===== config.mk =====
export PLATFORM = sky130hd
export DESIGN_NAME = mir_top
export DESIGN_NICKNAME = d
export VERILOG_FILES = /design/src/design/mir_pkg.sv /design/src/design/mir_flags.sv /design/src/design/mir_pw_buffer.sv /design/src/design/mir_top.sv
export SDC_FILE = /design/constraint.sdc
export NUM_CORES = 1
export LEC_CHECK = 0
export BUFFER_PORTS_ARGS = -buffer_cell sky130_fd_sc_hd__buf_2
export CAP_MARGIN = 20
export CORE_MARGIN = 2
export CORE_UTILIZATION = 59
export DETAILED_ROUTE_END_ITERATION = 6
export PLACE_DENSITY = 0.79
export SKIP_LAST_GASP = 1
export SYNTH_ARGS = -nofsm -noshare
export SYNTH_HDL_FRONTEND = slang
export SYNTH_SLANG_ARGS = --single-unit

===== constraint.sdc =====
create_clock -name hclk -period 5.5 [get_ports hclk]
set_input_delay 0.275 -clock hclk [delete_from_list [all_inputs] [get_ports hclk]]
set_output_delay 0.275 -clock hclk [all_outputs]
set_load 0.02 [all_outputs]

===== src/design/mir_pkg.sv =====
/*
 Shared constants and carrier types of the maintenance interrupt block.
 Assumes a 32-bit AHB-Lite register bus and one system clock.
*/
package mir_pkg;
   // Decoded address bits; the block sits behind its own hsel
   localparam int MIR_AW = 17;
   localparam logic [MIR_AW-1:0] MIR_OFF_STATUS = 17'h10080;
   localparam logic [MIR_AW-1:0] MIR_OFF_ENABLE = 17'h10084;
   localparam logic [MIR_AW-1:0] MIR_OFF_RXBASE = 17'h10088;
   localparam logic [MIR_AW-1:0] MIR_OFF_PWSTAT = 17'h1008C;
   localparam logic [MIR_AW-1:0] MIR_OFF_PWCTRL = 17'h10090;
   localparam logic [MIR_AW-1:0] MIR_OFF_WINEN = 17'h10094;
   localparam logic [MIR_AW-1:0] MIR_OFF_PWBUF = 17'h100C0;
   localparam int MIR_BUF_LSB = 2;
   localparam int MIR_BUF_AW = 4;
   localparam int MIR_BUF_DEPTH = 16;
   // Event vector layout, shared by status and enable
   localparam int MIR_EV_W = 7;
   localparam int MIR_EV_RD_MISS = 0;
   localparam int MIR_EV_WR_MISS = 1;
   localparam int MIR_EV_STORED = 4;
   localparam int MIR_EV_DROPPED = 5;
   localparam int MIR_EV_PW_ERR = 6;
   localparam logic [MIR_EV_W-1:0] MIR_EV_IMPL = 7'h73;
   localparam logic [MIR_EV_W-1:0] MIR_EV_RESET = 7'h00;
   // Inbound base field and own control bits
   localparam int MIR_BASE_LSB = 24;
   localparam int MIR_BASE_W = 8;
   localparam int MIR_CFG_W = 21;
   localparam int MIR_PWC_EN = 0;
   localparam int MIR_PWC_REL = 1;
   localparam int MIR_PWS_FULL = 0;
   localparam int MIR_PWS_LEN_LSB = 8;
   localparam int MIR_NWIN = 16;
   localparam int MIR_CNT_W = 5;
   typedef enum logic [2:0] {
      MIR_PW_IDLE = 3'b001,
      MIR_PW_RECV = 3'b010,
      MIR_PW_DROP = 3'b100
   } mir_pw_state_type;
   // One beat of an inbound port-write payload
   typedef struct packed {
      logic valid;
      logic last;
      logic [31:0] data;
   } mir_pw_beat_type;
   // Outbound maintenance transfer with raw per-window hits
   typedef struct packed {
      logic valid;
      logic write;
      logic [MIR_NWIN-1:0] hit;
   } mir_tx_req_type;
   // Inbound maintenance packet address fields
   typedef struct packed {
      logic valid;
      logic [MIR_CFG_W-1:0] cfg_offset;
      logic word_addr;
   } mir_rx_req_type;
endpackage


===== src/design/mir_flags.sv =====
/*
 Sticky event flags, set by hardware, cleared by write-one.
 Assumes set and clear vectors are single-cycle pulses in hclk.
*/
`timescale 1ns/1ps
module mir_flags #(
   parameter int W = 7
) (
   input wire logic hclk,
   input wire logic hresetn,
   input wire logic [W-1:0] set,
   input wire logic [W-1:0] clr,
   output logic [W-1:0] flags
);
   genvar i;
   generate
      for (i = 0; i < W; i++) begin : g_bit
         // Set wins so an event in the clearing cycle survives
         always_ff @(posedge hclk or negedge hresetn) begin
            if (!hresetn) begin
               flags[i] <= 1'b0;
            end else if (set[i]) begin
               flags[i] <= 1'b1;
            end else if (clr[i]) begin
               flags[i] <= 1'b0;
            end
         end
      end
   endgenerate
endmodule


===== src/design/mir_pw_buffer.sv =====
/*
 Port-write payload store, one write port and one registered read port.
 Assumes the caller keeps addresses inside DEPTH.
*/
`timescale 1ns/1ps
module mir_pw_buffer #(
   parameter int WIDTH = 32,
   parameter int DEPTH = 16,
   parameter int AW = 4
) (
   input wire logic hclk,
   input wire logic wr_en,
   input wire logic [AW-1:0] wr_addr,
   input wire logic [WIDTH-1:0] wr_data,
   input wire logic rd_en,
   input wire logic [AW-1:0] rd_addr,
   output logic [WIDTH-1:0] rd_data_q
);
   logic [WIDTH-1:0] mem [DEPTH];

   always_ff @(posedge hclk) begin
      if (wr_en) begin
         mem[wr_addr] <= wr_data;
      end
   end

   always_ff @(posedge hclk) begin
      if (rd_en) begin
         rd_data_q <= mem[rd_addr];
      end
   end
endmodule


===== src/design/mir_top.sv =====
/*
 Maintenance event collector, port-write receiver and inbound address map,
 reached over AHB-Lite.
 Assumes hclk at 50 MHz, hresetn asynchronous active low, and that the
 translation windows report raw hits for each outbound transfer.
*/
// The AHB-Lite interface to the registers was decided locally.
`timescale 1ns/1ps
module mir_top (
   input wire logic hclk,
   input wire logic hresetn,
   input wire logic hsel,
   input wire logic [31:0] haddr,
   input wire logic [1:0] htrans,
   input wire logic hwrite,
   input wire logic [2:0] hsize,
   input wire logic [31:0] hwdata,
   input wire logic hready,
   output logic hreadyout,
   output logic hresp,
   output logic [31:0] hrdata,
   input wire mir_pkg::mir_pw_beat_type pw_beat,
   input wire logic pw_error,
   input wire mir_pkg::mir_tx_req_type tx_req,
   input wire mir_pkg::mir_rx_req_type rx_req,
   output logic [31:0] rx_bus_addr_q,
   output logic rx_bus_addr_valid_q,
   output logic mnt_irq
);
   import mir_pkg::*;

   function automatic logic hit(input logic [MIR_AW-1:0] a,
                                input logic [MIR_AW-1:0] off);
      hit = (a[MIR_AW-1:2] == off[MIR_AW-1:2]);
   endfunction

   function automatic logic in_buf(input logic [MIR_AW-1:0] a);
      in_buf = (a[MIR_AW-1:MIR_BUF_AW+MIR_BUF_LSB]
                == MIR_OFF_PWBUF[MIR_AW-1:MIR_BUF_AW+MIR_BUF_LSB]);
   endfunction

   // Bus phase registers
   logic ap_take;
   logic dp_valid_q;
   logic dp_write_q;
   logic [MIR_AW-1:0] dp_addr_q;
   logic rd_pend_q;
   logic mem_sel_q;
   logic [31:0] rdata_q;
   logic wr_en;

   // Control and state
   logic [MIR_EV_W-1:0] enable_q;
   logic [MIR_EV_W-1:0] status;
   logic [MIR_EV_W-1:0] ev_set;
   logic [MIR_EV_W-1:0] ev_clr;
   logic [MIR_BASE_W-1:0] base_q;
   logic [MIR_NWIN-1:0] win_en_q;
   logic pw_en_q;
   logic full_q;
   logic release_pulse;
   logic [MIR_CNT_W-1:0] wptr_q;
   logic [MIR_CNT_W-1:0] pw_len_q;
   mir_pw_state_type state_q;
   logic tx_miss;
   logic pw_start_ok;
   logic pw_take;
   logic pw_done;
   logic pw_drop;
   logic mem_we;
   logic [31:0] mem_rdata;

   assign ap_take = hsel && htrans[1] && hready;
   assign wr_en = dp_valid_q && dp_write_q;
   // Reads take one wait state so a preceding write is always visible
   assign hreadyout = !rd_pend_q;
   assign hresp = 1'b0;
   assign hrdata = mem_sel_q ? mem_rdata : rdata_q;

   always_ff @(posedge hclk or negedge hresetn) begin
      if (!hresetn) begin
         dp_valid_q <= 1'b0;
         dp_write_q <= 1'b0;
         dp_addr_q <= '0;
      end else if (hreadyout) begin
         dp_valid_q <= ap_take;
         dp_write_q <= hwrite;
         dp_addr_q <= haddr[MIR_AW-1:0];
      end
   end

   always_ff @(posedge hclk or negedge hresetn) begin
      if (!hresetn) begin
         rd_pend_q <= 1'b0;
      end else begin
         rd_pend_q <= ap_take && !hwrite && hreadyout;
      end
   end

   // Register read mux, loaded in the wait state
   always_ff @(posedge hclk or negedge hresetn) begin
      if (!hresetn) begin
         rdata_q <= 32'h0000_0000;
         mem_sel_q <= 1'b0;
      end else if (rd_pend_q) begin
         mem_sel_q <= in_buf(dp_addr_q);
         rdata_q <= 32'h0000_0000;
         if (hit(dp_addr_q, MIR_OFF_STATUS)) begin
            rdata_q[MIR_EV_W-1:0] <= status;
         end else if (hit(dp_addr_q, MIR_OFF_ENABLE)) begin
            rdata_q[MIR_EV_W-1:0] <= enable_q;
         end else if (hit(dp_addr_q, MIR_OFF_RXBASE)) begin
            rdata_q[MIR_BASE_LSB+:MIR_BASE_W] <= base_q;
         end else if (hit(dp_addr_q, MIR_OFF_PWSTAT)) begin
            rdata_q[MIR_PWS_FULL] <= full_q;
            rdata_q[MIR_PWS_LEN_LSB+:MIR_CNT_W] <= pw_len_q;
         end else if (hit(dp_addr_q, MIR_OFF_PWCTRL)) begin
            rdata_q[MIR_PWC_EN] <= pw_en_q;
         end else if (hit(dp_addr_q, MIR_OFF_WINEN)) begin
            rdata_q[MIR_NWIN-1:0] <= win_en_q;
         end
      end else begin
         mem_sel_q <= 1'b0;
      end
   end

   // Enables all reset to zero
   always_ff @(posedge hclk or negedge hresetn) begin
      if (!hresetn) begin
         enable_q <= MIR_EV_RESET;
      end else if (wr_en && hit(dp_addr_q, MIR_OFF_ENABLE)) begin
         enable_q <= hwdata[MIR_EV_W-1:0] & MIR_EV_IMPL;
      end
   end

   always_ff @(posedge hclk or negedge hresetn) begin
      if (!hresetn) begin
         base_q <= '0;
      end else if (wr_en && hit(dp_addr_q, MIR_OFF_RXBASE)) begin
         base_q <= hwdata[MIR_BASE_LSB+:MIR_BASE_W];
      end
   end

   always_ff @(posedge hclk or negedge hresetn) begin
      if (!hresetn) begin
         win_en_q <= '0;
      end else if (wr_en && hit(dp_addr_q, MIR_OFF_WINEN)) begin
         win_en_q <= hwdata[MIR_NWIN-1:0];
      end
   end

   always_ff @(posedge hclk or negedge hresetn) begin
      if (!hresetn) begin
         pw_en_q <= 1'b0;
      end else if (wr_en && hit(dp_addr_q, MIR_OFF_PWCTRL)) begin
         pw_en_q <= hwdata[MIR_PWC_EN];
      end
   end

   assign release_pulse = wr_en && hit(dp_addr_q, MIR_OFF_PWCTRL)
                          && hwdata[MIR_PWC_REL];

   // Outbound bounds check against enabled windows only
   assign tx_miss = tx_req.valid && ((tx_req.hit & win_en_q) == '0);

   // Port-write reception
   assign pw_start_ok = pw_en_q && !full_q;
   assign pw_take = pw_beat.valid
                    && (state_q == MIR_PW_RECV
                        || (state_q == MIR_PW_IDLE && pw_start_ok));
   assign pw_done = pw_take && pw_beat.last;
   assign pw_drop = pw_beat.valid && state_q == MIR_PW_IDLE
                    && !pw_start_ok;
   // Words past the buffer end are discarded
   assign mem_we = pw_take && !wptr_q[MIR_CNT_W-1];

   always_ff @(posedge hclk or negedge hresetn) begin
      if (!hresetn) begin
         state_q <= MIR_PW_IDLE;
      end else begin
         case (state_q)
            MIR_PW_IDLE: begin
               if (pw_beat.valid && !pw_beat.last) begin
                  state_q <= pw_start_ok ? MIR_PW_RECV : MIR_PW_DROP;
               end
            end
            MIR_PW_RECV: begin
               if (pw_done) begin
                  state_q <= MIR_PW_IDLE;
               end
            end
            MIR_PW_DROP: begin
               if (pw_beat.valid && pw_beat.last) begin
                  state_q <= MIR_PW_IDLE;
               end
            end
            default: begin
               state_q <= MIR_PW_IDLE;
            end
         endcase
      end
   end

   always_ff @(posedge hclk or negedge hresetn) begin
      if (!hresetn) begin
         wptr_q <= '0;
      end else if (pw_done) begin
         wptr_q <= '0;
      end else if (mem_we) begin
         wptr_q <= wptr_q + 1'b1;
      end
   end

   // Buffer stays owned by software until released; a new store wins
   always_ff @(posedge hclk or negedge hresetn) begin
      if (!hresetn) begin
         full_q <= 1'b0;
         pw_len_q <= '0;
      end else if (pw_done) begin
         full_q <= 1'b1;
         pw_len_q <= mem_we ? wptr_q + 1'b1 : wptr_q;
      end else if (release_pulse) begin
         full_q <= 1'b0;
      end
   end

   mir_pw_buffer #(
      .WIDTH(32),
      .DEPTH(MIR_BUF_DEPTH),
      .AW(MIR_BUF_AW)
   ) u_buf (
      .hclk(hclk),
      .wr_en(mem_we),
      .wr_addr(wptr_q[MIR_BUF_AW-1:0]),
      .wr_data(pw_beat.data),
      .rd_en(rd_pend_q && in_buf(dp_addr_q)),
      .rd_addr(dp_addr_q[MIR_BUF_LSB+:MIR_BUF_AW]),
      .rd_data_q(mem_rdata)
   );

   // Event vector
   always_comb begin
      ev_set = '0;
      ev_set[MIR_EV_RD_MISS] = tx_miss && !tx_req.write;
      ev_set[MIR_EV_WR_MISS] = tx_miss && tx_req.write;
      ev_set[MIR_EV_STORED] = pw_done;
      ev_set[MIR_EV_DROPPED] = pw_drop;
      ev_set[MIR_EV_PW_ERR] = pw_error;
   end

   // Write-one-to-clear; zeros leave flags alone
   assign ev_clr = (wr_en && hit(dp_addr_q, MIR_OFF_STATUS))
                   ? hwdata[MIR_EV_W-1:0] & MIR_EV_IMPL : '0;

   mir_flags #(
      .W(MIR_EV_W)
   ) u_flags (
      .hclk(hclk),
      .hresetn(hresetn),
      .set(ev_set),
      .clr(ev_clr),
      .flags(status)
   );

   assign mnt_irq = |(status & enable_q);

   // Inbound local bus address
   always_ff @(posedge hclk or negedge hresetn) begin
      if (!hresetn) begin
         rx_bus_addr_q <= 32'h0000_0000;
         rx_bus_addr_valid_q <= 1'b0;
      end else begin
         rx_bus_addr_valid_q <= rx_req.valid;
         if (rx_req.valid) begin
            rx_bus_addr_q <= {base_q, rx_req.cfg_offset,
                              rx_req.word_addr, 2'b00};
         end
      end
   end

   chk_irq_rd_miss: assert property (
      @(posedge hclk) disable iff (!hresetn)
      tx_req.valid && !tx_req.write && tx_miss && enable_q[MIR_EV_RD_MISS]
      |=> mnt_irq)
      else $error("irq not raised on enabled read miss");

   chk_drop_disabled: assert property (
      @(posedge hclk) disable iff (!hresetn)
      pw_beat.valid && state_q == MIR_PW_IDLE && !pw_en_q
      |=> status[MIR_EV_DROPPED] && !$rose(status[MIR_EV_STORED]))
      else $error("disabled port-write not dropped");

   chk_drop_full: assert property (
      @(posedge hclk) disable iff (!hresetn)
      pw_beat.valid && state_q == MIR_PW_IDLE && full_q && !release_pulse
      |=> status[MIR_EV_DROPPED] && full_q && $stable(pw_len_q))
      else $error("port-write over unread buffer not dropped");

   chk_stored_set: assert property (
      @(posedge hclk) disable iff (!hresetn)
      state_q == MIR_PW_RECV && pw_beat.valid && pw_beat.last
      |=> status[MIR_EV_STORED] && full_q && state_q == MIR_PW_IDLE)
      else $error("accepted port-write not flagged stored");

   chk_buf_read: assert property (
      @(posedge hclk) disable iff (!hresetn)
      rd_pend_q && in_buf(dp_addr_q)
      |=> hreadyout && mem_sel_q && hrdata == mem_rdata)
      else $error("buffer read data not presented");

   chk_wr_miss: assert property (
      @(posedge hclk) disable iff (!hresetn)
      tx_req.valid && tx_req.write && (tx_req.hit & win_en_q) == '0
      |=> status[MIR_EV_WR_MISS])
      else $error("write miss not flagged");

   chk_rd_miss: assert property (
      @(posedge hclk) disable iff (!hresetn)
      tx_req.valid && !tx_req.write && (tx_req.hit & win_en_q) == '0
      |=> status[MIR_EV_RD_MISS])
      else $error("read miss not flagged");

   chk_win_gate: assert property (
      @(posedge hclk) disable iff (!hresetn)
      tx_req.valid && (tx_req.hit & win_en_q) != '0
      |=> !$rose(status[MIR_EV_RD_MISS]) && !$rose(status[MIR_EV_WR_MISS]))
      else $error("hit in enabled window flagged as miss");

   chk_w1c_only: assert property (
      @(posedge hclk) disable iff (!hresetn)
      ev_set == '0 ##1 ev_set == '0
      |-> status == ($past(status) & ~$past(ev_clr)))
      else $error("flag changed without write-one clear");

   chk_enable_write: assert property (
      @(posedge hclk) disable iff (!hresetn)
      wr_en && hit(dp_addr_q, MIR_OFF_ENABLE)
      |=> enable_q == ($past(hwdata[MIR_EV_W-1:0]) & MIR_EV_IMPL))
      else $error("enable register not written");

   chk_rx_addr: assert property (
      @(posedge hclk) disable iff (!hresetn)
      rx_req.valid |=> rx_bus_addr_valid_q
      && rx_bus_addr_q[MIR_BASE_LSB+:MIR_BASE_W] == $past(base_q)
      && rx_bus_addr_q[1:0] == 2'b00)
      else $error("inbound address malformed");

   chk_read_wait: assert property (
      @(posedge hclk) disable iff (!hresetn)
      ap_take && !hwrite && hreadyout |=> !hreadyout ##1 hreadyout)
      else $error("read wait state wrong");
endmodule


# After elaboration in Yosys (flattened, before gate mapping)
# Memory sizes are Yosys's and may differ from the RTL's. A register that Yosys moved wholly into a read port is not among the register bits.
# Cells that the tools add are included.
totals:
  ff_bits: 125
  latch_bits: 0
  mem_bits_rw: 512
  mem_bits_ro: 0
  in_bits: 150
  out_inout_bits: 68
  wordCells: 118
  n_memories: 1
mem_list:
  columns: ["name", "words", "width", "read_ports", "rd_clocked_by_memory_dff", "write_ports", "line_no", "source"]
  rows:
  - ["u_buf.mem", 16, 32, 1, 1, 1, "mir_pw_buffer.sv:19", "logic [WIDTH-1:0] mem [DEPTH];"]
classes:
  addsub: 1
  multipliers: 0
  n_div: 0
  n_lt_le_gt_ge: 0
  eq_ne: 13
  shifts: 0
  mux: 39
  bitwise: 2
  reduce_logical: 41
ops:
  columns: ["operator", "count"]
  rows:
  - ["15-bit == test, second input constant", 6]
  - ["16-bit two-way mux", 2]
  - ["32-bit two-way mux", 1]
  - ["7-bit two-way mux", 4]
  - ["1-bit logical AND", 24]
  - ["8-bit two-way mux", 3]
  - ["9-bit two-way mux", 2]
  - ["1-bit two-way mux", 17]
  - ["16-bit bitwise AND", 1]
  - ["16-bit logical NOT", 1]
  - ["15-bit two-way mux", 1]
  - ["3-bit two-way mux", 5]
  - ["5-bit two-way mux", 3]
  - ["2-bit nonzero test", 6]
  - ["11-bit == test, second input constant", 1]
  - ["3-bit one-hot mux with 3 select lines", 1]
  - ["7-bit bitwise AND", 1]
  - ["1-bit logical NOT", 7]
  - ["7-bit OR reduction", 1]
  - ["5-bit by 1-bit adder with 5-bit output, second input constant", 1]
  - ["2-bit != test, second input constant", 2]
  - ["3-bit by 1-bit == test with 1-bit output, second input constant", 1]
  - ["3-bit by 2-bit == test with 1-bit output, second input constant", 1]
  - ["3-bit == test, second input constant", 1]
  - ["3 further kinds", 3]

# Depth between registers and ports, before layout
# Gate-level depths: netlist of run 1.
logic_depth:
  word_depth: 8
  ltp_mapped: 8
  depth_no_buf: 5

# Cells and area by module
# Synthesis of run 1 repeated with hierarchy kept, for this count alone.
unflattened:
  cells_unflattened: 1290
  hier_area_um2: 25874.8
modules_own_cells:
  columns: ["mod", "n_inst", "cells_each", "area_each_um2"]
  rows:
  - ["mir_pw_buffer", 1, 838, 20155.6]
  - ["mir_top", 1, 431, 5465.2]
  - ["mir_flags", 1, 21, 254.0]

# Worst setup path after synthesis of run 1
# Ideal clock, no wire load.
synth_timing:
  path_kind: "reg2reg"
  startpoint: "register state_q[0]"
  endpoint: "memory u_buf.mem[15][0], enable pin"
  t_arrival_ns: 4.265
  setup_slack_ns: 0.734
  path_stages_with_launch: 4
  path_buffers: 0
  period_less_slack_ns: 4.766
  path_cell_list: "dfstp_2 > nor4bb_1 > o21ai_0 > nor4_1"
synth_via:
  elab_chain_cells: 7
  elab_cells_between_ends: 8
  cone_classes: "eq/ne: 2; mux: 2; reduce/logical: 4"
synth_lines:
  columns: ["element", "line_no", "source"]
  rows:
  - ["from (decl)", "mir_top.sv:64", "mir_pw_state_type state_q;"]
  - ["from (signal assigned)", "mir_top.sv:184", "state_q <= pw_start_ok ? MIR_PW_RECV : MIR_PW_DROP;"]
  - ["3-bit by 1-bit == test with 1-bit output", "mir_top.sv:170", "|| (state_q == MIR_PW_IDLE && pw_start_ok));"]
  - ["1-bit logical AND", "mir_top.sv:170", null]
  - ["1-bit logical OR (*)", "mir_top.sv:170", null]
  - ["1-bit logical AND (*)", "mir_top.sv:169", "&& (state_q == MIR_PW_RECV"]
  - ["1-bit logical AND (*)", "mir_top.sv:175", "assign mem_we = pw_take && !wptr_q[MIR_CNT_W-1];"]
  - ["1-bit two-way mux (*)", "mir_pw_buffer.sv:22", "if (wr_en) begin"]
  - ["1-bit two-way mux (implied by the code) (*)", "mir_pw_buffer.sv:23", "mem[wr_addr] <= wr_data;"]
  - ["to (decl)", "mir_pw_buffer.sv:19", null]
# Mark *: on every way between the ends. The rest lies on a longest branch, timed or not.

# Final worst setup path of run 1
layout_timing:
  startpoint: "register wptr_q[4]"
  endpoint: "memory u_buf.mem[0][6], enable pin"
layout_via:
  elab_chain_cells: 4
layout_lines:
  columns: ["element", "line_no", "source"]
  rows:
  - ["from (decl)", "mir_top.sv:62", "logic [MIR_CNT_W-1:0] wptr_q;"]
  - ["from (signal assigned)", "mir_top.sv:210", "wptr_q <= wptr_q + 1'b1;"]
  - ["1-bit logical NOT", "mir_top.sv:175", null]
  - ["1-bit logical AND", "mir_top.sv:175", null]
  - ["1-bit two-way mux", "mir_pw_buffer.sv:22", null]
  - ["1-bit two-way mux (implied by the code)", "mir_pw_buffer.sv:23", null]
# No other way between the ends.

==> results of run 1 <==
==> tightest hold or removal path, stage by stage <==
cell	delay, ns
buf_2	0.12
a32oi_1	0.09
nor2_1	0.09
==> final timing paths <==
path,startpoint,end,slack [ns],depth (start not counted)
setup / recovery,wptr_q[4]$_DFF_PN0_,u_buf.mem[0][6]$_DFFE_PP_,2.03,5
min in group asynchronous,hresetn,wptr_q[3]$_DFF_PN0_,0.32,2
hold / removal,pw_beat[33],state_q[1]$_DFFE_PN0P_,0.05,3
max in group asynchronous,hresetn,base_q[1]$_DFFE_PN0P_,3.87,3
setup reg to reg,wptr_q[4]$_DFF_PN0_,u_buf.mem[0][6]$_DFFE_PP_,2.03,5
hold reg to reg,rdata_q[8]$_DFFE_PN0P_,rdata_q[8]$_DFFE_PN0P_,0.50,2
==> area by class of cell <==
type	instances	area (sq um)
Sequential cell	667	19400
Fill cell	2562	12800
Multi-Input combinational cell	537	6190
Timing Repair Buffer	282	1840
Clock buffer	77	1740
Tap cell	585	732
Clock inverter	42	404
Inverter	13	48.8
Antenna cell	2	5.00
==> through the flow <==
stage                     utilization  instances  worst slack [ns]  hold slack [ns]  cell area (sq um)
after detailed placement        0.638       2015              2.08            0.382              27500
after global placement          0.638       2015              2.15            0.380              27500
after global routing            0.704       2204              1.85           0.0600              30400
after CTS                       0.704       2203              2.02           0.0132              30400
final                           0.704       2205              2.03           0.0518              30400
after floorplan                     -       1287             0.734          -0.0206              25800
==> synth_stat cells (3+ instances only) <==
library cell	n
mux4_2	128
a22oi_1	71
or2_2	3
clkbuf_1	45
o21ai_0	11
nor3_1	9
buf_2	11
buf_4	3
a21oi_1	8
a32oi_1	3
nor4_1	3
a21o_1	3
xor2_1	3
nor3b_1	7
nor2_1	25
o32ai_1	5
edfxtp_1	544
mux2_4	10
mux2_2	86
a31oi_1	5
a31o_2	6
and4_1	3
a22o_1	10
dfrtp_1	122
o221a_2	4
buf_1	7
and2_1	11
nand3_1	9
ha_1	4
inv_1	12
nand4_1	5
nor2b_1	17
nand2b_1	4
nand2_1	49
==> cell usage in the layout, fill, tap and decap left out, drive strengths merged, types with 5 or more instances in the layout <==
master	synthesis	layout
a22oi	71	71
a31o	6	6
a31oi	5	5
dfrtp	122	122
clkbuf	47	77
o32ai	5	5
mux4	128	128
edfxtp	544	544
mux2	96	96
o21ai	11	11
dlygate4sd3	0	69
a22o	10	10
bufinv	0	8
nor2	25	25
nor3	10	10
nor2b	17	17
and2	13	13
nor3b	7	7
a21oi	8	8
nand4	5	5
buf	23	213
clkinv	1	32
inv	12	15
nand3	9	9
nand2	49	49
==> power groups by stage <==
stage / registers, uW / clock network (uW) / logic, uW
2_1_floorplan: 5790 / 0 / 428
3_3_place_gp: 5820 / 0 / 680
3_5_place_dp: 5830 / 0 / 704
4_1_cts: 5720 / 4530 / 753
5_1_grt: 5740 / 4720 / 816
6_report: 5730 / 4470 / 757
==> cells by family after synthesis <==
group / Yosys count
AOI/OAI and AO/OA: 138
adders and majority gates: 4
and+or+nand+nor: 163
buffers and inverters: 83
muxes: 225
DFF: 667
xor gates and xnor gates: 4
other: 1
==> registers in the layout, summed over array words and instances (netlist names), 3 cells and up <==
| name | cells |
|---|---|
| wptr_q | 5 |
| u_flags.flags | 5 |
| base_q | 8 |
| dp_addr_q | 15 |
| u_buf.rd_data_q | 32 |
| rdata_q | 24 |
| u_buf.mem | 512 |
| enable_q | 5 |
| win_en_q | 16 |
| rx_bus_addr_q | 30 |
| pw_len_q | 5 |
| state_q | 3 |
==> routing by layer <==
layer  vias to the layer above  wire, microns  global-route usage
li1                       5814              -                   -
met1                      7183          22800               0.361
met2                       870          31700               0.478
met3                       141           5940              0.0625
met4                         6           2040               0.102
met5                         -             46                   0
==> results.md, run 1 <==
- Net switching power: 2370 uW
- Predominant post-synthesis flop cell: edfxtp_1
- Die Span X: ~210 microns
- Worst Hold Class: in2reg
- RSZ-0062 raised after global routing: false
- TritonCTS clock tree: done
- Syn Inst Count: about 1300
- Worst slew margin: 0.276
- Root Buffer: clkbuf_16
- Largest net degree at the start of global routing: 66
- Critical Path End Type: flop
- Sequential share of power: 0.523
- Starting DRC count in detailed routing: slightly below 2000
- Synth Area in Adders: 0.00194
- Status: finished, final reports clean
- Number of synthesized flops with an enable pin: 544
- Register bit total from synthesis: around 670
- Top delay family on crit path: simple AND/OR/NAND/NOR gates
- CP Cell Sequence: or3b_2 > a21oi_1 > nand2_1 > nor3_2 > buf_4
- Worst Tran Pin Value: between 1 and 1.5 ns
- Internal power: between 8000 and 9000 uW
- Asr flop ratio synth: 0.184
- Largest family of logic cells by synthesized area: multiplexers
- CP bufs+invs: 1
- Vias in the first global route: roughly 15000
- Antenna violations before repair: 8
- Critical Path Fanout Max: 26
- Mux share of post-synthesis cell area: 0.155
- Worst Path Arrival: 3.68 ns
- Setup crit start kind: flop
- Post-layout minimum cycle time: around 3.5 ns
- H-Tree Level Count: 3
- Row cnt: 76
- Fmax: about 290 MHz
- Fin Setup TNS: 0 ns
- Clock power share: 0.408
- DR vias: ~14000
- Clock Pin Slew Worst Setup and Hold Paths: 0.06 ns
- Design Power: 11000 uW
- IO buf count: 185
- CP required: 5.70 ns
- Synth area leaders: edfxtp_1, dfrtp_1, mux4_2
- Cell variety after synth: between 60 and 70
- Xor-xnor portion of the synthesized cell area: 0.00136
- Crit path kind: reg2reg
- Compound-Gate Fraction of Synth Area: 0.0403
- GPL Wtd Cong: roughly 0.86
- Die Y: 213 microns
- I/O pin count: about 220
- Top-area cell type share of the netlist area: 0.632
- Total routed wirelength: 62600 microns
- Synthesized area per cell: ~20 sq um
- DP HPWL: between 30000 and 40000 microns
- Final cycle utilization of the critical path: 0.632
- Final setup fails: 0
- Vias per inst: roughly 6.4
- Post-synthesis cell area: between 0.02 and 0.03 sq mm
- First-pass iteration count of the detailed router: 5
- Largest stage delay, worst path: between 0.7 and 0.8 ns
- Average wire per standard cell: roughly 28 microns
- Logic pwr share: 0.069
- Global-route usage over all layers: 0.281
- Peak supply drop: ~0.00032 V
- Seq/Total Area, Yosys: 0.751
- Synthesis Warnings: 0
- Die Area: roughly 0.045 sq mm
- Clock sinks: roughly 670
- First-pass GRT wire length: between 90000 and 100000 microns
- # DRC: 0
- Initial Util: 0.599
- Max-slew violations: 0
- Max Cap Violations: 0
- Simple-Gate Fraction of Synth Area: 0.0349
- Cts bufs inserted: 67
- Pwr per Cell Area: ~360 mW/mm^2
- Hold-fix buffers, CTS: between 60 and 70
- Core area: around 0.043 sq mm
- Switching Share: 0.217
- Fin nets: around 1700
- P&R area growth vs syn: 17.6%
- Deepest clock path buffer count: 3
- Worst-Skew Late Latency: 0.58 ns
- Post-CTS Repair Setup Buffers: 0
- CP max-delay cell: nor3_2
- Final ANT Viol Nets: 0
- Post-CTS sizing: 0
- Layout cell share with drive strength beyond 1: 0.355
- Post-Route Skew: between 0.02 and 0.025 ns
- Area leader, netlist: edfxtp_1
- Leak pwr: about 0.011 uW
- GR Overflow Total: 0
- Final hold vios: 0
No activity file was read; power rests on OpenSTA's default activity.
==> run 2, diff against run 1 <==
ABC_AREA = 1   (was default)
CORE_UTILIZATION = 54   (was 59)
PLACE_DENSITY = 0.76   (was 0.79)
clock period = 3 ns   (was 5.5 ns; I/O delays follow)
==> run 2 against run 1 <==
  * Non-clock buffer count is 61 higher
  * Fmax is 28% higher
  * Sequential power rose by 82%
  * Wire length rose by 3.5%
  * Via count up 21%
  * Final area increased by 1.7%
  * Worst hold slack worse by 0.0050 ns
  * Cell count increased by 30%
==> results.md, run 2 <==
- Leak pwr: 0.0115 uW (was 0.0107 uW)
- RSZ-0062 raised after global routing: false (unchanged)
- Final cycle utilization of the critical path: 0.903 (was 0.632)
- Worst Tran Pin Value: 0.846 ns (was 1.08 ns)
- Post-layout minimum cycle time: 2.71 ns (was 3.47 ns)
- WL met3: 5570 microns (was 5940 microns)
- Largest regs: u_buf.mem: 512 flops, u_buf.rd_data_q: 32 flops, rx_bus_addr_q: 30 flops (unchanged)
- P&R area growth vs syn: 20.3% (was 17.6%)
- Metal1 wirelength: 25600 microns (was 22800 microns)
- Largest Register: u_buf.mem (unchanged)
- Synthesized area per cell: 13.5 sq um (was 20.1 sq um)
- Clock Pin Slew Worst Setup and Hold Paths: 0.06 ns (about the same)
- Starting DRC count in detailed routing: 2089 (was 1973)
- Global-route usage over all layers: 0.261 (was 0.281)
- Row cnt: 79 (was 76)
- Worst R2R Start: dp_addr_q[3]$_DFFE_PN0N_ (was wptr_q[4]$_DFF_PN0_)
- Post-CTS Repair Setup Buffers: 0 (unchanged)
- Top routing layer used: met4 (was met5)
- Layout cell share with drive strength beyond 1: 0.183 (was 0.355)
- Critical Path End Type: flop (unchanged)
- Vias in the first global route: 16800 (was 14600)
- Deepest clock path buffer count: 3 (unchanged)
- Pwr per Cell Area: 660 mW/mm^2 (was 361 mW/mm^2)
- Final ANT Viol Nets: 0 (unchanged)
- Die Y: 222 microns (was 213 microns)
- Hold-fix buffers, CTS: 105 (was 69)
- Crit path top cell by count: nand2_1
- Final hold vios: 0 (unchanged)
- Fill count: 3091 (was 2562)
- Area leader, netlist: edfxtp_1 (unchanged)
- Fin nets: 2368 (was 1722)
- Max-slew violations: 0 (unchanged)
- CP Cell Sequence: nor2_4 > buf_12 > nand2_1 > nor2_1 > nand2_1 > nor2_2 > nand2_1 > a21o_1 > dlygate4sd3_1 (was or3b_2 > a21oi_1 > nand2_1 > nor3_2 > buf_4)
- CP max-delay cell: dlygate4sd3_1 (was nor3_2)
- Fin Setup TNS: 0 ns (unchanged)
- Commonest cells post-synth: edfxtp_1, nand2_1, a22oi_1 (was edfxtp_1, mux4_2, dfrtp_1)
- Average wire per standard cell: 22.6 microns (was 28.4 microns)
- IO buf count: 185 (unchanged)
- Post-CTS sizing: 0 (unchanged)
- Clock sinks: 667 (unchanged)
- Worst slew margin: 0.436 (was 0.276)
- CP bufs+invs: 2 (was 1)
- Post-synthesis cell area: 0.0257 sq mm (was 0.0258 sq mm)
- Critical Path Fanout Max: 55 (was 26)
- Most common cell in the netlist: edfxtp_1 (unchanged)
- Core area: 0.0468 sq mm (was 0.0432 sq mm)
- Final setup fails: 0 (unchanged)
- Setup crit start kind: flop (unchanged)
- Reg2reg end: u_flags.flags[6]$_DFFE_PN0P_ (was u_buf.mem[0][6]$_DFFE_PP_)
- Largest register FFs: 512 (unchanged)
- Worst Path Arrival: 3.18 ns (was 3.68 ns)
- Placed cell area: 0.0277 sq mm (was 0.0275 sq mm)
- Status: finished, final reports clean (unchanged)
- GPL Wtd Cong: 0.822 (was 0.864)
- # DRC: 0 (unchanged)
- Die Area: 0.0493 sq mm (was 0.0455 sq mm)
- Post-Route Skew: 0.0257 ns (was 0.0226 ns)
- Largest stage delay, worst path: 0.55 ns (was 0.75 ns)
- Antenna violations before repair: 1 (was 8)
- Crit path kind: reg2reg (unchanged)
- First-pass GRT wire length: 97700 microns (was 91100 microns)
- TritonCTS clock tree: done (unchanged)
- Predominant post-synthesis flop cell: edfxtp_1 (unchanged)
- Cts bufs inserted: 67 (unchanged)
- I/O pin count: 218 (unchanged)
- Levels on crit path: 9 (was 5)
- Number of synthesized flops with an enable pin: 544 (unchanged)
- Commonest non-fill, non-tap cell in the layout: edfxtp_1 (unchanged)
- Vias per inst: 5.91 (was 6.36)
- Worst Hold Class: in2async (was in2reg)
- Root Buffer: clkbuf_16 (unchanged)
- Synthesis Warnings: 0 (unchanged)
- First-pass iteration count of the detailed router: 7 (was 5)
- Cell variety after synth: 43 (was 67)
- Fmax: 369 MHz (was 288 MHz)
- Worst R2R Path Depth: 9 (was 5)
- Die Span X: 222 microns (was 213 microns)
- Asr flop ratio synth: 0.184 (unchanged)
- Initial Util: 0.549 (was 0.599)
- Fin cells: 2870 (was 2205)
- Most frequent cells in the layout: edfxtp_1, nand2_1, buf_2 (was edfxtp_1, buf_2, mux4_2)
- Syn Inst Count: 1904 (was 1285)
- Total routed wirelength: 64800 microns (was 62600 microns)
- Register bit total from synthesis: 667 (unchanged)
- Seq/Total Area, Yosys: 0.756 (was 0.751)
- Peak supply drop: 0.000470 V (was 0.000316 V)
- GR Overflow Total: 0 (unchanged)
- Synth area leaders: edfxtp_1, dfrtp_1, nand2_1 (was edfxtp_1, dfrtp_1, mux4_2)
- DR vias: 17000 (was 14000)
- CP required: 3.47 ns (was 5.70 ns)
- DR WL met2: 31800 microns (was 31700 microns)
- Largest net degree at the start of global routing: 96 (was 66)
- DP HPWL: 36900 microns (was 33200 microns)
- Top delay family on crit path: simple AND/OR/NAND/NOR gates (unchanged)
- Reg2Reg Setup Slack: 0.29 ns (was 2.03 ns)
- Placed insts: 2647 (was 2015)
- Max Cap Violations: 0 (unchanged)
- Final non-filler cell area: 0.0309 sq mm (was 0.0304 sq mm)
- H-Tree Level Count: 3 (unchanged)
- Worst-Skew Late Latency: 0.59 ns (was 0.58 ns)
- Top-area cell type share of the netlist area: 0.636 (was 0.632)
-- run 2: cell count changes in the layout (fill, tap and decap cells not counted), moves of 57 or more --
cell and delta:
nand4_1 +63, inv_1 +62, a22oi_1 +96, nand3_1 +69, nand2_1 +434, o21ai_0 +65, mux4_2 -128, mux2_2 -57
-- run 2: cell families (layout without fill, tap and decap cells) --
kind of cell,after synthesis,in the layout,synth area share
AND/OR/NAND/NOR,712,712,0.119
flip-flops,667,667,0.756
AO/OA/AOI/OAI,307,307,0.0802
buffers and inverters,182,538,0.0299
multiplexers,29,29,0.0127
adder cells (fa/ha/maj),4,4,0.00195
XOR/XNOR,2,2,0.000682
other,1,4,0.000146
-- run 2: worst reg2reg max path, delay by kind of cell, from the launching register on --
kind	cells	cell delay [ns]
buffers and inverters	2	0.83
AO/OA/AOI/OAI	1	0.16
AND/OR/NAND/NOR	6	1.13
flip-flops	1	0.46
-- run 2: power breakdown --
part	switching, uW	internal, uW
combinational	1120	568
clock	3380	4890
sequential	141	10300
total	4640	15800
-- run 2: worst max-delay path by stage --
stage	from	end	slack, ns
floorplan	state_q[0]$_DFFE_PN1P_	u_buf.mem[0][0]$_DFFE_PP_	-0.05
global placement	state_q[0]$_DFFE_PN1P_	u_buf.mem[3][18]$_DFFE_PP_	0.46
detailed placement	state_q[0]$_DFFE_PN1P_	u_buf.mem[2][18]$_DFFE_PP_	0.43
CTS	dp_addr_q[3]$_DFFE_PN0N_	u_flags.flags[0]$_DFFE_PN0P_	0.32
global route	dp_addr_q[3]$_DFFE_PN0N_	u_flags.flags[1]$_DFFE_PN0P_	0.20
finish	dp_addr_q[3]$_DFFE_PN0N_	u_flags.flags[6]$_DFFE_PN0P_	0.29
-- run 2: area by class of cell --
cell class,instances,area [sq um],share of cell area
timing repair buffer,343,2600,0.0842
antenna,1,2.50,0.0000809
inverter,78,298,0.00963
sequential,667,19400,0.628
tap,607,759,0.0246
clock inverter,37,363,0.0117
multi-input combinational,1057,5660,0.183
clock buffer,80,1810,0.0585
-- run 2: stage by stage --
| step | util | power (uW) | hold WS [ns] | worst slack (ns) |
|---|---|---|---|---|
| finish | 0.661 | 20400 | 0.0468 | 0.291 |
| global route | 0.661 | 21000 | 0.0630 | 0.198 |
| CTS | 0.661 | 20500 | 0.0143 | 0.315 |
| detailed placement | 0.592 | 12200 | 0.0966 | 0.427 |
| global placement | 0.592 | 12100 | 0.0904 | 0.458 |
| floorplan | - | 11500 | -0.146 | -0.0549 |
-- run 2: per-layer routing --
layer  GRT usage  up-vias
met1       0.352     8303
met5           0        -
li1            -     7554
met2       0.436      981
met4      0.0894        0
met3      0.0432      125
==> run 3, diff against run 2 <==
CTS_BUF_LIST = sky130_fd_sc_hd__clkbuf_4 sky130_fd_sc_hd__clkbuf_8 sky130_fd_sc_hd__clkbuf_16   (was default)
==> run 3 against run 2 <==
  * Fmax is 0.48% higher
  * Via count is 0.37% higher
  * Worst hold slack worse by 0.0018 ns
  * Wire length is 0.23% higher
  * Final area hardly changed
  * Register-to-register slack hardly changed
  * Sequential power hardly changed
  * First-iteration DRC count is 14% higher
  * Cell count stayed put
  * Critical path type unchanged
  * Critical endpoint unchanged
==> results.md, run 3 (synthesized netlist as in run 2, its figures left out) <==
- Status: finished, final reports clean (unchanged)
- Clock power share: 0.408 (was 0.406)
- Cts bufs inserted: 67 (unchanged)
- Critical Path End Type: flop (unchanged)
- Post-CTS sizing: 0 (unchanged)
- Layout cell share with drive strength beyond 1: 0.186 (was 0.183)
- Multi-input gate area: 0.00566 sq mm (unchanged)
- Fin Setup TNS: 0 ns (unchanged)
- Post-Route Skew: 0.0254 ns (was 0.0257 ns)
- CP bufs+invs: 2 (unchanged)
- Die Area: 0.0493 sq mm (unchanged)
- Die Y: 222 microns (unchanged)
- Logic pwr share: 0.083 (about the same)
- Vias in the first global route: 16900 (was 16800)
- Starting DRC count in detailed routing: 2385 (was 2089)
- Design Power: 20500 uW (was 20400 uW)
- Post-layout minimum cycle time: 2.70 ns (was 2.71 ns)
- CP required: 3.47 ns (about the same)
- I/O pin count: 218 (unchanged)
- DR vias: 17000 (about the same)
- Worst Path Arrival: 3.17 ns (was 3.18 ns)
- Initial Util: 0.549 (unchanged)
- Root Buffer: clkbuf_16 (unchanged)
- Worst Tran Pin Value: 0.841 ns (was 0.846 ns)
- GPL Wtd Cong: 0.822 (unchanged)
- Top delay family on crit path: simple AND/OR/NAND/NOR gates (unchanged)
- Fill count: 3091 (unchanged)
- Crit path kind: reg2reg (unchanged)
- Final setup fails: 0 (unchanged)
- Crit path top cell by count: nand2_1 (unchanged)
- Worst slew margin: 0.439 (was 0.436)
- Final ANT Viol Nets: 0 (unchanged)
- Fmax: 371 MHz (was 369 MHz)
- Most frequent cells in the layout: edfxtp_1, nand2_1, buf_2 (unchanged)
- Final hold vios: 0 (unchanged)
- Internal power: 15800 uW (about the same)
- Average wire per standard cell: 22.6 microns (about the same)
- Largest Register: u_buf.mem (unchanged)
- Worst Hold Class: in2async (unchanged)
- H-Tree Level Count: 3 (unchanged)
- Clock Pin Slew Worst Setup and Hold Paths: 0.06 ns (about the same)
- Final cycle utilization of the critical path: 0.899 (was 0.903)
- Largest register FFs: 512 (unchanged)
- Reg2Reg Setup Slack: 0.30 ns (was 0.29 ns)
- Leak pwr: 0.0115 uW (about the same)
- Critical Path Fanout Max: 55 (unchanged)
- Net switching power: 4650 uW (was 4640 uW)
- CP max-delay cell: dlygate4sd3_1 (unchanged)
- Fin nets: 2368 (unchanged)
- First-pass GRT wire length: 98100 microns (was 97700 microns)
- Clock sinks: 667 (unchanged)
- Deepest clock path buffer count: 3 (unchanged)
- Largest net degree at the start of global routing: 96 (unchanged)
- CP Cell Sequence: nor2_4 > buf_12 > nand2_1 > nor2_1 > nand2_1 > nor2_2 > nand2_1 > a21o_1 > dlygate4sd3_1 (unchanged)
- TritonCTS clock tree: done (unchanged)
- Sequential share of power: 0.510 (was 0.512)
- Total routed wirelength: 64900 microns (was 64800 microns)
- RSZ-0062 raised after global routing: false (unchanged)
- Post-Route Utilization: 0.662 (was 0.661)
- Vias per inst: 5.93 (was 5.91)
- Largest stage delay, worst path: 0.55 ns (about the same)
- Row cnt: 79 (unchanged)
- Sequential cell area: 0.0194 sq mm (unchanged)
- Setup crit start kind: flop (unchanged)
- Worst-Skew Late Latency: 0.59 ns (about the same)
- GR Overflow Total: 0 (unchanged)
- Peak supply drop: 0.000470 V (about the same)
- First-pass iteration count of the detailed router: 6 (was 7)
- Pwr per Cell Area: 662 mW/mm^2 (was 660 mW/mm^2)
- P&R area growth vs syn: 20.4% (was 20.3%)
- DP HPWL: 36900 microns (unchanged)
- Die Span X: 222 microns (unchanged)
- Global-route usage over all layers: 0.263 (was 0.261)
- Largest regs: u_buf.mem: 512 flops, u_buf.rd_data_q: 32 flops, rx_bus_addr_q: 30 flops (unchanged)
- Core area: 0.0468 sq mm (unchanged)
- # DRC: 0 (unchanged)
- IO buf count: 185 (unchanged)
- Max Cap Violations: 0 (unchanged)
- Antenna violations before repair: 3 (was 1)
- Switching Share: 0.227 (was 0.228)
- Commonest non-fill, non-tap cell in the layout: edfxtp_1 (unchanged)
- Max-slew violations: 0 (unchanged)
## run 3: layer usage
layer,share of wire,vias to the layer above,track usage
li1,-,7547,-
met2,0.49,947,0.437
met4,0.031,2,0.0935
met1,0.39,8392,0.351
met3,0.087,138,0.0465
met5,0.00028,-,0
## run 3: worst paths after layout
kind                                                 from                             to  depth (start not counted)
worst min register to register  dp_addr_q[15]$_DFFE_PN0N_      dp_addr_q[15]$_DFFE_PN0N_                          2
min in group hclk                              rx_req[22]  rx_bus_addr_valid_q$_DFF_PN0_                          1
worst min-delay path                              hresetn   rx_bus_addr_q[3]$_DFFE_PN0P_                          2
max in group asynchronous                         hresetn         state_q[0]$_DFFE_PN1P_                          3
worst max register to register   dp_addr_q[3]$_DFFE_PN0N_   u_flags.flags[6]$_DFFE_PN0P_                          9
worst max-delay path             dp_addr_q[3]$_DFFE_PN0N_   u_flags.flags[6]$_DFFE_PN0P_                          9
## run 3: stage by stage
stage,cell area (sq um),instances,hold WS (ns),worst slack [ns]
after global placement,27700,2647,0.0904,0.458
after global routing,30900,2870,0.0634,0.193
after detailed placement,27700,2647,0.0966,0.427
after CTS,30900,2869,0.0143,0.315
final,30900,2870,0.0450,0.304
after floorplan,25700,1906,-0.146,-0.0549
## run 3: power by group through the flow
stage | Clock, uW | Sequential, uW | Combinational, uW
2_1_floorplan | 0 | 10600 | 823
3_3_place_gp | 0 | 10600 | 1500
3_5_place_dp | 0 | 10600 | 1550
4_1_cts | 8420 | 10400 | 1670
5_1_grt | 8780 | 10500 | 1840
6_report | 8350 | 10400 | 1690
## run 3: cell type report
type | instances | area share
multi-input combinational | 1057 | 0.183
tap | 607 | 0.0245
timing repair buffer | 343 | 0.0841
clock buffer | 80 | 0.0593
clock inverter | 37 | 0.0117
sequential | 667 | 0.628
inverter | 78 | 0.00962
antenna | 1 | 0.0000809
## run 3: timing repair
item / 4_1_cts / 5_1_grt
endpoints found under the hold margin: 716 / 0
hold buffers: 105 / 0
buffers inserted: 0 / 0
